`src/hw/period_timer_pkg.sv`:
```
// Function
// - 8-bit count register, reset to zero
// - Fosc/4 through 1:1/1:4/1:16 prescaler
// - Postscaler 1..16 sets match flag bit 1
// - Count or control write clears scalers
// - Control write keeps count value
// - Count to period, then wrap to zero
// - 8-bit period register, reset to FFh
// - Run bit 2 gates counting
// - Match event drives PWM time base
// - Postscaler select bits 6:3, bit7 zero
// - Flag sets regardless of enables
`default_nettype none
package period_timer_pkg;
    // ****************************************
    // Register offsets
    // ****************************************
    localparam logic [7:0] ADDR_INT_CTRL   = 8'h0B;
    localparam logic [7:0] ADDR_INT_CTRL_H = 8'h8B;
    localparam logic [7:0] ADDR_PERIPH_FLG = 8'h0C;
    localparam logic [7:0] ADDR_TIMER_CNT  = 8'h11;
    localparam logic [7:0] ADDR_TIMER_CTRL = 8'h12;
    localparam logic [7:0] ADDR_PERIPH_EN  = 8'h8C;
    localparam logic [7:0] ADDR_PERIOD     = 8'h92;
    // ****************************************
    // Fields and reset values
    // ****************************************
    localparam int CTRL_RUN_BIT   = 2;
    localparam int CTRL_PS_LSB    = 3;
    localparam int CTRL_PS_MSB    = 6;
    localparam int MATCH_BIT      = 1;
    localparam int GLOBAL_GATE_BIT = 7;
    localparam int PERIPH_GATE_BIT = 6;
    localparam logic [7:0] CTRL_MASK     = 8'h7F;
    localparam logic [7:0] CNT_RESET     = 8'h00;
    localparam logic [7:0] PERIOD_RESET  = 8'hFF;
    localparam logic [7:0] CTRL_RESET    = 8'h00;
    localparam logic [7:0] REG_ZERO      = 8'h00;
    localparam logic [1:0] CLK_DIV_LAST  = 2'h3;
    localparam logic [3:0] PRE_LAST_DIV4 = 4'h3;
    localparam logic [3:0] PRE_LAST_DIV16 = 4'hF;
    localparam logic [3:0] PRE_LAST_DIV1  = 4'h0;
    localparam logic [3:0] SCALER_RESET   = 4'h0;
    localparam logic [1:0] CLK_DIV_RESET  = 2'h0;
endpackage
`default_nettype wire

```
`src/hw/period_timer_8bit.sv`:
```
`timescale 1ns/100ps
`default_nettype none
module period_timer_8bit
(
    input  wire logic       i_clk,
    input  wire logic       i_rst_b,
    input  wire logic [7:0] i_addr,
    input  wire logic [7:0] i_wdata,
    input  wire logic       i_wr,
    input  wire logic       i_rd,
    output logic      [7:0] o_rdata,
    output logic            o_pwm_base,
    output logic            o_irq
);
    // ****************************************
    // State
    // ****************************************
    logic [7:0] cnt_q,  cnt_d;
    logic [7:0] per_q,  per_d;
    logic [6:0] ctl_q,  ctl_d;
    logic [7:0] ictl_q, ictl_d;
    logic       flg_q,  flg_d;
    logic       ena_q,  ena_d;
    logic [1:0] cdiv_q, cdiv_d;
    logic [3:0] pre_q,  pre_d;
    logic [3:0] post_q, post_d;
    logic       pwm_q,  pwm_d;
    logic       irq_q,  irq_d;
    logic [7:0] rd_q,   rd_d;

    logic wr_cnt, wr_ctl, wr_flg, wr_ictl, wr_en, wr_per;
    logic inst_tick, pre_tick, step, match;
    logic [3:0] pre_last;

    assign wr_cnt  = i_wr && i_addr == period_timer_pkg::ADDR_TIMER_CNT;
    assign wr_ctl  = i_wr && i_addr == period_timer_pkg::ADDR_TIMER_CTRL;
    assign wr_flg  = i_wr && i_addr == period_timer_pkg::ADDR_PERIPH_FLG;
    assign wr_en   = i_wr && i_addr == period_timer_pkg::ADDR_PERIPH_EN;
    assign wr_per  = i_wr && i_addr == period_timer_pkg::ADDR_PERIOD;
    assign wr_ictl = i_wr && (i_addr == period_timer_pkg::ADDR_INT_CTRL
                           || i_addr == period_timer_pkg::ADDR_INT_CTRL_H);

    // ****************************************
    // Time base
    // ****************************************
    // Instruction clock is i_clk / 4, one-cycle enable
    assign inst_tick = cdiv_q == period_timer_pkg::CLK_DIV_LAST;

    always_comb
    begin
        unique case (ctl_q[1:0])
            2'h0:    pre_last = period_timer_pkg::PRE_LAST_DIV1;
            2'h1:    pre_last = period_timer_pkg::PRE_LAST_DIV4;
            default: pre_last = period_timer_pkg::PRE_LAST_DIV16;
        endcase
    end

    assign pre_tick = inst_tick && ctl_q[period_timer_pkg::CTRL_RUN_BIT]
                      && pre_q == pre_last;
    // Control write restarts the scalers, so it swallows a tick
    assign step     = pre_tick && !wr_ctl;
    assign match    = step && cnt_q == per_q;

    always_comb
    begin
        cdiv_d = cdiv_q + 2'h1;
        pre_d  = pre_q;
        cnt_d  = cnt_q;
        post_d = post_q;
        if (inst_tick && ctl_q[period_timer_pkg::CTRL_RUN_BIT])
            pre_d = (pre_q == pre_last) ? 4'h0 : pre_q + 4'h1;
        if (step)
            cnt_d = match ? period_timer_pkg::CNT_RESET : cnt_q + 8'h1;
        if (match)
            post_d = (post_q == ctl_q[period_timer_pkg::CTRL_PS_MSB:period_timer_pkg::CTRL_PS_LSB])
                     ? 4'h0 : post_q + 4'h1;
        if (wr_cnt)
            cnt_d = i_wdata;
        // Control write clears scalers but leaves the count alone
        if (wr_cnt || wr_ctl)
        begin
            pre_d  = 4'h0;
            post_d = 4'h0;
        end
    end

    // ****************************************
    // Registers
    // ****************************************
    always_comb
    begin
        per_d  = wr_per ? i_wdata : per_q;
        ctl_d  = wr_ctl ? i_wdata[6:0] : ctl_q;
        ictl_d = wr_ictl ? i_wdata : ictl_q;
        ena_d  = wr_en ? i_wdata[period_timer_pkg::MATCH_BIT] : ena_q;
        flg_d  = wr_flg ? i_wdata[period_timer_pkg::MATCH_BIT] : flg_q;
        // Set wins over a same-cycle software clear
        if (match && post_q == ctl_q[period_timer_pkg::CTRL_PS_MSB:period_timer_pkg::CTRL_PS_LSB]
            && !wr_ctl)
            flg_d = 1'b1;
    end

    // ****************************************
    // Outputs and read port
    // ****************************************
    always_comb
    begin
        pwm_d  = match;
        irq_d  = flg_q && ena_q && ictl_q[period_timer_pkg::PERIPH_GATE_BIT]
                 && ictl_q[period_timer_pkg::GLOBAL_GATE_BIT];
        rd_d   = period_timer_pkg::REG_ZERO;
        if (i_rd)
        begin
            if (i_addr == period_timer_pkg::ADDR_TIMER_CNT)
                rd_d = cnt_q;
            else if (i_addr == period_timer_pkg::ADDR_PERIOD)
                rd_d = per_q;
            else if (i_addr == period_timer_pkg::ADDR_TIMER_CTRL)
                rd_d = {1'b0, ctl_q} & period_timer_pkg::CTRL_MASK;
            else if (i_addr == period_timer_pkg::ADDR_PERIPH_FLG)
                rd_d = {6'h00, flg_q, 1'b0};
            else if (i_addr == period_timer_pkg::ADDR_PERIPH_EN)
                rd_d = {6'h00, ena_q, 1'b0};
            else if (i_addr == period_timer_pkg::ADDR_INT_CTRL
                     || i_addr == period_timer_pkg::ADDR_INT_CTRL_H)
                rd_d = ictl_q;
        end
    end

    always_ff @(posedge i_clk or negedge i_rst_b)
    begin
        if (!i_rst_b)
        begin
            cnt_q  <= period_timer_pkg::CNT_RESET;
            cdiv_q <= period_timer_pkg::CLK_DIV_RESET;
            pre_q  <= period_timer_pkg::SCALER_RESET;
            post_q <= period_timer_pkg::SCALER_RESET;
        end
        else
        begin
            cnt_q  <= cnt_d;
            cdiv_q <= cdiv_d;
            pre_q  <= pre_d;
            post_q <= post_d;
        end
    end

    always_ff @(posedge i_clk or negedge i_rst_b)
    begin
        if (!i_rst_b)
        begin
            per_q  <= period_timer_pkg::PERIOD_RESET;
            ctl_q  <= period_timer_pkg::CTRL_RESET[6:0];
            ictl_q <= period_timer_pkg::REG_ZERO;
            flg_q  <= 1'b0;
            ena_q  <= 1'b0;
        end
        else
        begin
            per_q  <= per_d;
            ctl_q  <= ctl_d;
            ictl_q <= ictl_d;
            flg_q  <= flg_d;
            ena_q  <= ena_d;
        end
    end

    always_ff @(posedge i_clk or negedge i_rst_b)
    begin
        if (!i_rst_b)
        begin
            pwm_q  <= 1'b0;
            irq_q  <= 1'b0;
            rd_q   <= period_timer_pkg::REG_ZERO;
        end
        else
        begin
            pwm_q  <= pwm_d;
            irq_q  <= irq_d;
            rd_q   <= rd_d;
        end
    end

    assign o_rdata    = rd_q;
    assign o_pwm_base = pwm_q;
    assign o_irq      = irq_q;

    // ****************************************
    // Checks
    // ****************************************
    property p_wrap;
        @(posedge i_clk) disable iff (!i_rst_b)
        match && !wr_cnt |=> cnt_q == 8'h00;
    endproperty
    a_wrap: assert property (p_wrap) else $error("count did not wrap");

    property p_halt;
        @(posedge i_clk) disable iff (!i_rst_b)
        !ctl_q[period_timer_pkg::CTRL_RUN_BIT] && !wr_cnt |=> $stable(cnt_q);
    endproperty
    a_halt: assert property (p_halt) else $error("count moved while halted");

    property p_ctl_keep;
        @(posedge i_clk) disable iff (!i_rst_b)
        wr_ctl |=> cnt_q == $past(cnt_q);
    endproperty
    a_ctl_keep: assert property (p_ctl_keep) else $error("control write changed count");

    property p_clr;
        @(posedge i_clk) disable iff (!i_rst_b)
        wr_cnt || wr_ctl |=> pre_q == 4'h0 && post_q == 4'h0;
    endproperty
    a_clr: assert property (p_clr) else $error("scalers not cleared");

    property p_pwm;
        @(posedge i_clk) disable iff (!i_rst_b)
        match |=> o_pwm_base;
    endproperty
    a_pwm: assert property (p_pwm) else $error("no time base pulse");

    property p_bit7;
        @(posedge i_clk) disable iff (!i_rst_b)
        i_rd && i_addr == period_timer_pkg::ADDR_TIMER_CTRL |=> !o_rdata[7];
    endproperty
    a_bit7: assert property (p_bit7) else $error("control bit 7 read one");

    property p_irq;
        @(posedge i_clk) disable iff (!i_rst_b)
        o_irq |-> $past(flg_q) && $past(ena_q) && $past(ictl_q[period_timer_pkg::GLOBAL_GATE_BIT])
                  && $past(ictl_q[period_timer_pkg::PERIPH_GATE_BIT]);
    endproperty
    a_irq: assert property (p_irq) else $error("interrupt without all gates");

    property p_flag;
        @(posedge i_clk) disable iff (!i_rst_b)
        match && post_q == ctl_q[period_timer_pkg::CTRL_PS_MSB:period_timer_pkg::CTRL_PS_LSB] && !wr_ctl
        |=> flg_q;
    endproperty
    a_flag: assert property (p_flag) else $error("match flag not set");

    property p_pre1;
        @(posedge i_clk) disable iff (!i_rst_b)
        pre_tick && ctl_q[1:0] == 2'h0 && !wr_cnt && !wr_ctl ##1 !wr_cnt && !wr_ctl
        |-> ##3 pre_tick || !ctl_q[2] || ctl_q[1:0] != 2'h0;
    endproperty
    a_pre1: assert property (p_pre1) else $error("prescale 1:1 tick spacing");

    property p_wr_cnt;
        @(posedge i_clk) disable iff (!i_rst_b)
        wr_cnt |=> cnt_q == $past(i_wdata);
    endproperty
    a_wr_cnt: assert property (p_wr_cnt) else $error("count write lost");

    property p_rd_cnt;
        @(posedge i_clk) disable iff (!i_rst_b)
        i_rd && i_addr == period_timer_pkg::ADDR_TIMER_CNT |=> o_rdata == $past(cnt_q);
    endproperty
    a_rd_cnt: assert property (p_rd_cnt) else $error("count read wrong");

    property p_wr_per;
        @(posedge i_clk) disable iff (!i_rst_b)
        wr_per |=> per_q == $past(i_wdata);
    endproperty
    a_wr_per: assert property (p_wr_per) else $error("period write lost");

    property p_rd_per;
        @(posedge i_clk) disable iff (!i_rst_b)
        i_rd && i_addr == period_timer_pkg::ADDR_PERIOD |=> o_rdata == $past(per_q);
    endproperty
    a_rd_per: assert property (p_rd_per) else $error("period read wrong");

    property p_rd_ctl;
        @(posedge i_clk) disable iff (!i_rst_b)
        i_rd && i_addr == period_timer_pkg::ADDR_TIMER_CTRL |=> o_rdata == {1'b0, $past(ctl_q)};
    endproperty
    a_rd_ctl: assert property (p_rd_ctl) else $error("control read wrong");

    property p_div4;
        @(posedge i_clk) disable iff (!i_rst_b)
        inst_tick |-> ##4 inst_tick;
    endproperty
    a_div4: assert property (p_div4) else $error("instruction tick spacing");

    property p_hold;
        @(posedge i_clk) disable iff (!i_rst_b)
        !step && !wr_cnt |=> $stable(cnt_q);
    endproperty
    a_hold: assert property (p_hold) else $error("count moved without a tick");

    property p_inc;
        @(posedge i_clk) disable iff (!i_rst_b)
        step && !match && !wr_cnt |=> cnt_q == $past(cnt_q) + 8'h01;
    endproperty
    a_inc: assert property (p_inc) else $error("count did not step by one");

    property p_pre_range;
        @(posedge i_clk) disable iff (!i_rst_b)
        pre_q <= pre_last;
    endproperty
    a_pre_range: assert property (p_pre_range) else $error("prescaler past its end");

    property p_post_range;
        @(posedge i_clk) disable iff (!i_rst_b)
        post_q <= ctl_q[period_timer_pkg::CTRL_PS_MSB:period_timer_pkg::CTRL_PS_LSB];
    endproperty
    a_post_range: assert property (p_post_range) else $error("postscaler past its end");

    property p_flag_src;
        @(posedge i_clk) disable iff (!i_rst_b)
        $rose(flg_q) |-> $past(match) || $past(wr_flg);
    endproperty
    a_flag_src: assert property (p_flag_src) else $error("flag set without a match");

    property p_flag_clr;
        @(posedge i_clk) disable iff (!i_rst_b)
        wr_flg && !i_wdata[period_timer_pkg::MATCH_BIT] && !match |=> !flg_q;
    endproperty
    a_flag_clr: assert property (p_flag_clr) else $error("flag not cleared by software");

    property p_irq_on;
        @(posedge i_clk) disable iff (!i_rst_b)
        flg_q && ena_q && ictl_q[period_timer_pkg::PERIPH_GATE_BIT]
        && ictl_q[period_timer_pkg::GLOBAL_GATE_BIT] |=> o_irq;
    endproperty
    a_irq_on: assert property (p_irq_on) else $error("interrupt missing");
endmodule
`default_nettype wire

```
`config.mk`:
```
export PLATFORM = sky130hd
export DESIGN_NAME = period_timer_8bit
export DESIGN_NICKNAME = d
export VERILOG_FILES = /design/src/hw/period_timer_pkg.sv /design/src/hw/period_timer_8bit.sv
export SDC_FILE = /design/constraint.sdc
export NUM_CORES = 1
export LEC_CHECK = 0
export BUFFER_PORTS_ARGS = -buffer_cell sky130_fd_sc_hd__buf_2
export CAP_MARGIN = 15
export CORE_MARGIN = 4
export CORE_UTILIZATION = 50
export DETAILED_ROUTE_END_ITERATION = 7
export PLACE_DENSITY = 0.77
export SLEW_MARGIN = 20
export SYNTH_ARGS = -nofsm -noshare
export SYNTH_HDL_FRONTEND = slang
export SYNTH_SLANG_ARGS = --single-unit
```
`constraint.sdc`:
```
create_clock -name i_clk -period 3.57 [get_ports i_clk]
set_clock_uncertainty 0.1 [all_clocks]
set_input_delay 0.357 -clock i_clk [delete_from_list [all_inputs] [get_ports i_clk]]
set_output_delay 0.357 -clock i_clk [all_outputs]
set_load 0.03 [all_outputs]
```
* After elaboration in Yosys (flattened, before gate mapping)
Index checks and enable logic that the tools add are counted.
** Cells by class
- Add/sub/neg operators :: 4
- Eq/ne operators :: 12
- Multiplexer cells :: 19
- Reductions and logical operators :: 23
** Operators by type and width (number)
- $mux W8 :: 10
- $eq A8 B8 Y1 const B :: 3
- $mux W4 :: 6
- $eq A8 B4 Y1 const B :: 2
- $eq A8 B5 Y1 const B :: 2
- $logic_and A1 B1 Y1 :: 15
- $add A4 B1 Y4 const B :: 2
- $add A8 B1 Y8 const B :: 1
- $eq A4 B4 Y1 :: 2
- $eq A8 B8 Y1 :: 1
- $pmux W4 S2 :: 1
- $reduce_bool A2 Y1 :: 4
- $add A2 B1 Y2 const B :: 1
- $eq A2 B1 Y1 const B :: 1
- $eq A2 B2 Y1 const B :: 1
- $logic_not A2 Y1 :: 1
- $logic_or A1 B1 Y1 :: 2
- $mux W1 :: 2
- $logic_not A1 Y1 :: 1
** Storage, ports and cells
- Bits in registers :: 53
- Bits of input ports :: 20
- Output and inout port bits :: 10
- Logic and storage cells :: 70

* Logic depth before layout (Yosys ltp)
Gate-level depths: netlist (run 1).
- Word-level depth :: 9
- Mapped depth :: 8
- Mapped depth without buffers :: 6

* Worst setup path after synthesis (run 1)
No wires, ideal clock.
- Path kind :: input-to-reg
- Start :: input i_addr[7]
- End :: register cnt_q[5]
- Library setup time :: 0.141 ns
- Arrival time :: 1.911 ns
- Data required time :: 3.329 ns
- Setup slack :: 1.418 ns
- Cell stages on the path :: 7
- Buffers on the path :: 2
- Path through :: buf_6 -> or4b_4 -> nor4_4 -> nand2_1 -> clkbuf_1 -> nor2_1 -> a31oi_1
** On the way
- Longest elaborated chain between the ends :: 8
- Elaborated cells on any way between the ends :: 11
- Those cells by class :: eq/ne: 2; mux: 3; reduce/logical: 6
** RTL lines
- start, declared :: RTL line period_timer_8bit.sv:7 : input wire logic [7:0] i_addr,
- $eq A8 B5 Y1 :: RTL line period_timer_8bit.sv:36 : assign wr_ctl = i_wr && i_addr == period_timer_pkg::ADDR_TIMER_CTRL;
- $logic_and A1 B1 Y1 :: RTL line period_timer_8bit.sv:36
- $logic_not A1 Y1 :: RTL line period_timer_8bit.sv:61 : assign step = pre_tick && !wr_ctl;
- $logic_and A1 B1 Y1 :: RTL line period_timer_8bit.sv:61
- $logic_and A1 B1 Y1 :: RTL line period_timer_8bit.sv:62 : assign match = step && cnt_q == per_q;
- $mux W8 :: RTL line period_timer_8bit.sv:73 : cnt_d = match ? period_timer_pkg::CNT_RESET : cnt_q + 8'h1;
- $mux W8 :: RTL line period_timer_8bit.sv:72 : if (step)
- $mux W8 :: RTL line period_timer_8bit.sv:77 : if (wr_cnt)
- end signal, assigned :: RTL line period_timer_8bit.sv:134 : cnt_q <= period_timer_pkg::CNT_RESET;
- end signal, assigned :: RTL line period_timer_8bit.sv:141 : cnt_q <= cnt_d;
- end, declared :: RTL line period_timer_8bit.sv:18 : logic [7:0] cnt_q, cnt_d;
Parallel ways exist; a longest one is shown, timed or not. The select of a mux whose other input is x is not followed.
A chain may end at the register's enable or synchronous reset.

* Final worst setup path (run 1)
- Start :: register ctl_q[1]
- End :: register cnt_q[7]
** On the way
- Longest elaborated chain between the ends :: 9
- Elaborated cells on any way between the ends :: 11
- Those cells by class :: eq/ne: 2; mux: 4; reduce/logical: 5
** RTL lines
- start, declared :: RTL line period_timer_8bit.sv:20 : logic [6:0] ctl_q, ctl_d;
- start signal, assigned :: RTL line period_timer_8bit.sv:153 : ctl_q <= period_timer_pkg::CTRL_RESET[6:0];
- start signal, assigned :: RTL line period_timer_8bit.sv:161 : ctl_q <= ctl_d;
- $eq A2 B1 Y1 / $logic_not A2 Y1 (equally long branches) :: RTL line period_timer_8bit.sv:51 : unique case (ctl_q[1:0])
- $pmux W4 S2 * :: RTL line period_timer_8bit.sv:51
- $eq A4 B4 Y1 * :: RTL line period_timer_8bit.sv:59 : && pre_q == pre_last;
- $logic_and A1 B1 Y1 * :: RTL line period_timer_8bit.sv:59
- $logic_and A1 B1 Y1 * :: RTL line period_timer_8bit.sv:61
- $logic_and A1 B1 Y1 :: RTL line period_timer_8bit.sv:62
- $mux W8 :: RTL line period_timer_8bit.sv:73
- $mux W8 :: RTL line period_timer_8bit.sv:72
- $mux W8 :: RTL line period_timer_8bit.sv:77
Every way passes the cells marked *; elsewhere a longest branch is shown, timed or not. The select of a mux whose other input is x is not followed.

==> summary.md, run 1 <==
| Metric | Value |
|---|---|
| Std cell rows | 27 |
| Worst-path maximum fanout | 13 |
| # DRC | 0 |
| Synth Area in Compound Gates | 14.5% |
| Wire length per cell | 18.4 um |
| DRT antenna net count | 0 |
| Synth Area in Simple Gates | 18.1% |
| Gr usage total | 19.4% |
| N_diodes | 0 |
| Worst r2r src | ctl_q[1] |
| Sw frac | 27.5% |
| Cts hold-fix bufs | 1 |
| First-pass GRT wire length | 10.9 mm |
| Fin crit share | 65.2% |
| DRT Pass-1 Iters | 4 |
| Total CTS buffers | 5 |
| Initial Util | 51.4% |
| LEAKAGE | 1.52 nW |
| Internal cell power | 957 uW |
| DR vias | 2169 |
| Die height | 83.0 um |
| Placement-stage cell area | 3020 um2 |
| Dpl hpwl | 4.60 mm |
| Max-Cap Viols | 0 |
| Clock latency on the worst-skew pair | 310 ps |
| Post-synthesis mux area share | 11.1% |
| Avg Inst Size Synth | 11.3 um2 |
| Sink Count | 53 |
| H-Tree Depth | 2 |
| Hold Slack | 222 ps |
| Adder-Cell Fraction of Synth Area | 1.78% |
| Worst hold path startpoint | i_wdata[4] |
| Seq pwr share | 52.4% |
| Fin area | 3140 um2 |
| Power per cell area | 420 nW/um2 |
| Cell variety after synth | 50 |
| Final setup TNS | 0 ps |
| WP data arrival | 2460 ps |
| Vias in the first global route | 2085 |
| Main combinational cell family by area after synthesis | simple AND/OR/NAND/NOR gates |
| Die area | 6890 um2 |
| Clock power share | 31.9% |
| Reg clk slew, reported paths | 90 ps |
| Critical Path Start | ctl_q[1] |
| F_max | 0.430 GHz |
| DRT iter0 DRCs | 229 |
| WL final | 6.50 mm |
| Synth-to-Final Area Change | 11.6% |
| Worst setup SP type | register |
| Ys Warns | 0 |
| Required time worst endpoint | 3700 ps |
| Post-DR vias/cell | 6.13 |
| Max Slew Vio Count | 0 |
| Endpoints failing setup | 0 |
| Nets | 305 |
| Comb pwr share | 15.6% |
| Run status | finished, final reports clean |
| Grt total ovfl | 0 |
| Hold crit path type | in -> reg |
| Kind of critical path | reg -> reg |
| Net Sw Power | 364 uW |
| FF+latch count, synth | 53 |
| Commonest non-fill, non-tap cell in the layout | dfrtp_1 |
| Core area | 5470 um2 |
| Cts repair resizes | 0 |
| Xor/xnor share of the synthesized area | 4.36% |
| Initial antenna violation count | 0 |
| Ports | 30 |
| CTS tree | yes |
| # Post-CTS Setup Buffers | 0 |
| Max VDD drop | 0.166 mV |
| FF-to-FF setup slack | 1240 ps |
| Mapped Nets | 274 |
| Largest net degree at the start of global routing | 34 |
| Fraction of the yosys area taken by sequential cells | 47.5% |
| RSZ-0062 raised after global routing | no |
| Slew @ Worst Pin | 662 ps |
| Die width | 83.0 um |
| Worst Setup End Kind | register |
| GPL Wtd Cong | 0.842 |
| Most frequent cells in the layout | dfrtp_1, buf_2, mux2_2, nand2_1, nor2_1 |
| Slew margin rel. | 55.8% |
| Final hold vios | 0 |
| Share of layout cells above drive strength 1 | 31.2% |
| Period minus WS final | 2330 ps |
| Clock Path Buffers | 2 |
| Clock root buffer | clkbuf_8 |
| Synth Cell Area | 2810 um2 |
| Port bufs | 29 |
| Post-Synthesis Cells | 250 |
-- power groups by stage --
stage / clock [mW] / sequential (mW) / combinational (mW)
after floorplan: 0 / 0.688 / 0.133
after global routing: 0.459 / 0.698 / 0.231
after global placement: 0 / 0.700 / 0.196
after CTS: 0.427 / 0.691 / 0.205
after detailed placement: 0 / 0.702 / 0.202
final: 0.422 / 0.693 / 0.206
-- state kept, by name, indices dropped and copies added, names as in the netlist --
name	flops
pre_q	4
o_rdata	8
ctl_q	7
flg_q	1
cnt_q	8
ictl_q	8
o_irq	1
o_pwm_base	1
ena_q	1
cdiv_q	2
post_q	4
per_q	8
-- cells in the mapped netlist, drive strengths merged --
library cell,number,area (um2)
o211a,6,60.1
nor4b,1,8.76
a22oi,2,15.0
nor3b,1,7.51
ha,4,50.1
nor2b,2,12.5
or4b,4,43.8
buf,3,33.8
nand2,20,77.6
mux2,26,293
nand4,2,12.5
nand4b,4,35.0
nor3,6,41.3
nand3b,2,15.0
and3,3,18.8
a32o,1,10.0
and2,2,12.5
a21oi,7,35.0
nor2,15,56.3
o21ai,13,83.8
a21boi,3,22.5
nand3,11,60.1
or3,2,12.5
nor4,3,46.3
a31oi,8,50.1
a222oi,6,60.1
o211ai,3,36.3
xnor2,5,43.8
o311ai,1,8.76
and4,3,26.3
o2bb2ai,1,8.76
inv,5,18.8
o32a,1,10.0
dfrtp,45,1130
mux2i,2,20.0
or4,2,15.0
dfstp,8,210
nand2b,1,6.26
clkbuf,6,22.5
xor2,9,78.8
a32oi,1,8.76
-- path summary, 6_finish.rpt --
kind,cells after the start,to
setup / recovery,5,cnt_q[7]
hold / removal,2,ctl_q[4]
setup reg to reg,5,cnt_q[7]
hold reg to reg,1,cdiv_q[0]
max in group asynchronous,3,per_q[1]
min in group asynchronous,2,o_rdata[4]
-- per-stage QoR --
stage,util (%),worst slack (ps),total power [mW],instances
after floorplan,-,1420,0.821,250
after global placement,55.1,1000,0.897,345
after detailed placement,55.1,972,0.903,345
after CTS,57.4,1270,1.32,354
after global routing,57.4,1090,1.39,354
final,57.4,1240,1.32,354
-- cell type report --
class                           instances  area, um2
Clock inverter                          1       30.0
Multi-Input combinational cell        183       1400
Fill cell                             465       2330
Sequential cell                        53       1340
Inverter                                5       18.8
Tap cell                               72       90.1
Clock buffer                            7       86.3
Timing Repair Buffer                   33        178
-- worst max-delay path, cell delays in order (launching register included) --
cell and delay (ps):
dfrtp_1 430, nor3_1 270, and4_1 350, o211ai_4 230
or4b_2 710, a31oi_1 170
-- routing by layer --
metal | vias to the layer above | wire length, um | track usage (%)
met5 | - | 0 | 0
met4 | 0 | 123 | 7.43
met3 | 12 | 426 | 4.17
met2 | 82 | 3070 | 29.1
met1 | 1071 | 2890 | 27.6
li1 | 1004 | - | -
-- cell families (layout without fill, tap and decap cells) --
kind of cell	after synthesis	count (layout)
and+or+nand+nor	84	84
DFF	53	53
AOI/OAI and AO/OA	53	53
muxes	28	28
buffers and inverters	14	46
adders and majority gates	4	4
xor gates and xnor gates	14	14
Note: power is estimated with default switching activity, not from simulation.
==> run 2, diff against run 1 <==
- clock period: 3.57 -> 2.4 ns (I/O delays scaled with it)
==> summary.md, run 2 (synthesis results as in run 1) <==
| Metric | Value |
|---|---|
| Run status | finished, final reports clean |
| Total CTS buffers | 5 (unchanged) |
| DRT Pass-1 Iters | 5 (+1) |
| # Post-CTS Setup Buffers | 0 (unchanged) |
| LEAKAGE | 1.57 nW (+3.3%) |
| Reg clk slew, reported paths | 100 ps (about the same) |
| Synth-to-Final Area Change | 14.7% |
| Power per cell area | 608 nW/um2 (+45%) |
| Max VDD drop | 0.352 mV (+110%) |
| FF-to-FF setup slack | 140 ps (-1100 ps) |
| F_max | 0.442 GHz (+3.0%) |
| Clock Path Buffers | 2 (unchanged) |
| Fin util | 59.0% (+1.6 points) |
| WL final | 6.73 mm (+3.5%) |
| Nets | 316 (+3.6%) |
| CTS tree | yes |
| Ports | 30 (unchanged) |
| Critical-path cell list | nor3_2 -> and4_1 -> o211ai_4 -> or4b_2 -> a31oi_1 |
| Fin area | 3230 um2 (+2.7%) |
| Final hold vios | 0 (unchanged) |
| DRT iter0 DRCs | 250 (+9.2%) |
| N_diodes | 0 (unchanged) |
| GPL Wtd Cong | 0.906 (+7.7%) |
| Slew @ Worst Pin | 545 ps (-117 ps) |
| Max Slew Vio Count | 0 (unchanged) |
| Max-Cap Viols | 0 (unchanged) |
| Vias in the first global route | 2346 (+13%) |
| Initial antenna violation count | 0 (unchanged) |
| Largest net degree at the start of global routing | 22 (-35%) |
| Die area | 6890 um2 (unchanged) |
| RSZ-0062 raised after global routing | no |
| Port bufs | 29 (unchanged) |
| Clock latency on the worst-skew pair | 310 ps (about the same) |
| Min setup slack post-route | 140 ps (-1100 ps) |
| Die height | 83.0 um (unchanged) |
| Setup WS pre-CTS | 97.4 ps (-875 ps) |
| WP data arrival | 2400 ps (-60 ps) |
| Slew margin rel. | 63.3% (+7.5 points) |
| Core area | 5470 um2 (unchanged) |
| Kind of critical path | reg -> reg |
| DR vias | 2264 (+4.4%) |
| Share of layout cells above drive strength 1 | 34.5% (+3.3 points) |
| Hold crit path type | in -> reg |
| Most frequent cells in the layout | dfrtp_1, buf_2, mux2_2, nand2_1, nor2_1 |
| DRT antenna net count | 0 (unchanged) |
| Dpl hpwl | 4.95 mm (+7.5%) |
| Initial Util | 51.4% (unchanged) |
| Worst Setup End Kind | register |
| Placement-stage cell area | 3100 um2 (+2.7%) |
| Die width | 83.0 um (unchanged) |
| Critical Path Max Stage Delay | 680 ps (-30 ps) |
| Post-DR vias/cell | 6.20 (+1.2%) |
| Worst setup SP type | register |
| Gr usage total | 20.4% (+0.97 points) |
| Grt total ovfl | 0 (unchanged) |
| Sink Count | 53 (unchanged) |
| Std cell rows | 27 (unchanged) |
| First-pass GRT wire length | 11.4 mm (+4.7%) |
| Worst-path maximum fanout | 13 (unchanged) |
| Period minus WS final | 2260 ps (-68.1 ps) |
| Commonest non-fill, non-tap cell in the layout | dfrtp_1 |
| Wire length per cell | 18.4 um (+0.36%) |
| # DRC | 0 (unchanged) |
| Endpoints failing setup | 0 (unchanged) |
| Tot Pwr | 1.96 mW (+49%) |
| H-Tree Depth | 2 (unchanged) |
| Required time worst endpoint | 2540 ps (-1160 ps) |
| Final setup TNS | 0 ps (unchanged) |
| Fin crit share | 94.2% (+29 points) |
| Clock root buffer | clkbuf_8 |
| Crit path max-delay cell type | or4b_2 |
run 2: cell count changes in the layout (fill, tap and decap cells not counted):
| cell | before | now |
|---|---|---|
| nor3_2 | 0 | 1 |
| clkbuf_8 | 6 | 5 |
| buf_4 | 3 | 14 |
| clkinvlp_4 | 0 | 1 |
| nor3_1 | 5 | 4 |
| clkinv_4 | 0 | 1 |
| clkbuf_1 | 1 | 0 |
run 2: path summary, 6_finish.rpt:
kind | end | startpoint | cells past startpoint
min in group asynchronous | o_rdata[6] | i_rst_b | 2
worst min register to register | cdiv_q[0] | cdiv_q[0] | 1
max in group asynchronous | per_q[3] | i_rst_b | 3
worst max register to register | cnt_q[7] | ctl_q[1] | 5
worst max-delay path | cnt_q[7] | ctl_q[1] | 5
worst min-delay path | ictl_q[7] | i_wdata[7] | 2
run 2: layout make-up:
class	count	area (um2)
clock inverters	3	46.3
fillers	459	2240
clock buffers	5	68.8
repair buffers	44	260
inverters	5	18.8
flip-flops and latches	53	1340
well taps	72	90.1
multi-input cells	183	1410
run 2: repair_timing:
item,4_1_cts,5_1_grt
hold buffers,1,0
endpoints found under the hold margin,15,0
setup endpoints to repair,0,1
gates resized for setup,0,1
run 2: power breakdown:
| group | total, mW | leakage (nW) | internal (mW) | switching [mW] |
|---|---|---|---|---|
| clock network | 0.613 | 0.0543 | 0.312 | 0.300 |
| logic | 0.320 | 0.828 | 0.137 | 0.183 |
| registers | 1.03 | 0.686 | 0.956 | 0.0744 |
| total | 1.96 | 1.57 | 1.41 | 0.557 |
run 2: critical path, delay by kind of cell, from the launching register on:
family           cells  cell delay (ps)
AND/OR/NAND/NOR      3             1270
flip-flops           1              420
AO/OA/AOI/OAI        2              390
run 2: per-stage QoR:
| stage | hold WS (ps) | cells |
|---|---|---|
| floorplan | -156 | 250 |
| global placement | 103 | 356 |
| detailed placement | 104 | 356 |
| CTS | 94.9 | 365 |
| global route | 89.2 | 365 |
| finish | 97.5 | 365 |
run 2: per-layer routing:
metal / track usage, % / part of all wire, % / up-vias / wire (um)
met5: 0 / 0 / - / 0
met4: 5.94 / 1.9 / 0 / 127
met2: 33.9 / 48 / 100 / 3260
met1: 27.6 / 43 / 1125 / 2930
li1: - / - / 1027 / -
met3: 3.08 / 6.2 / 12 / 419
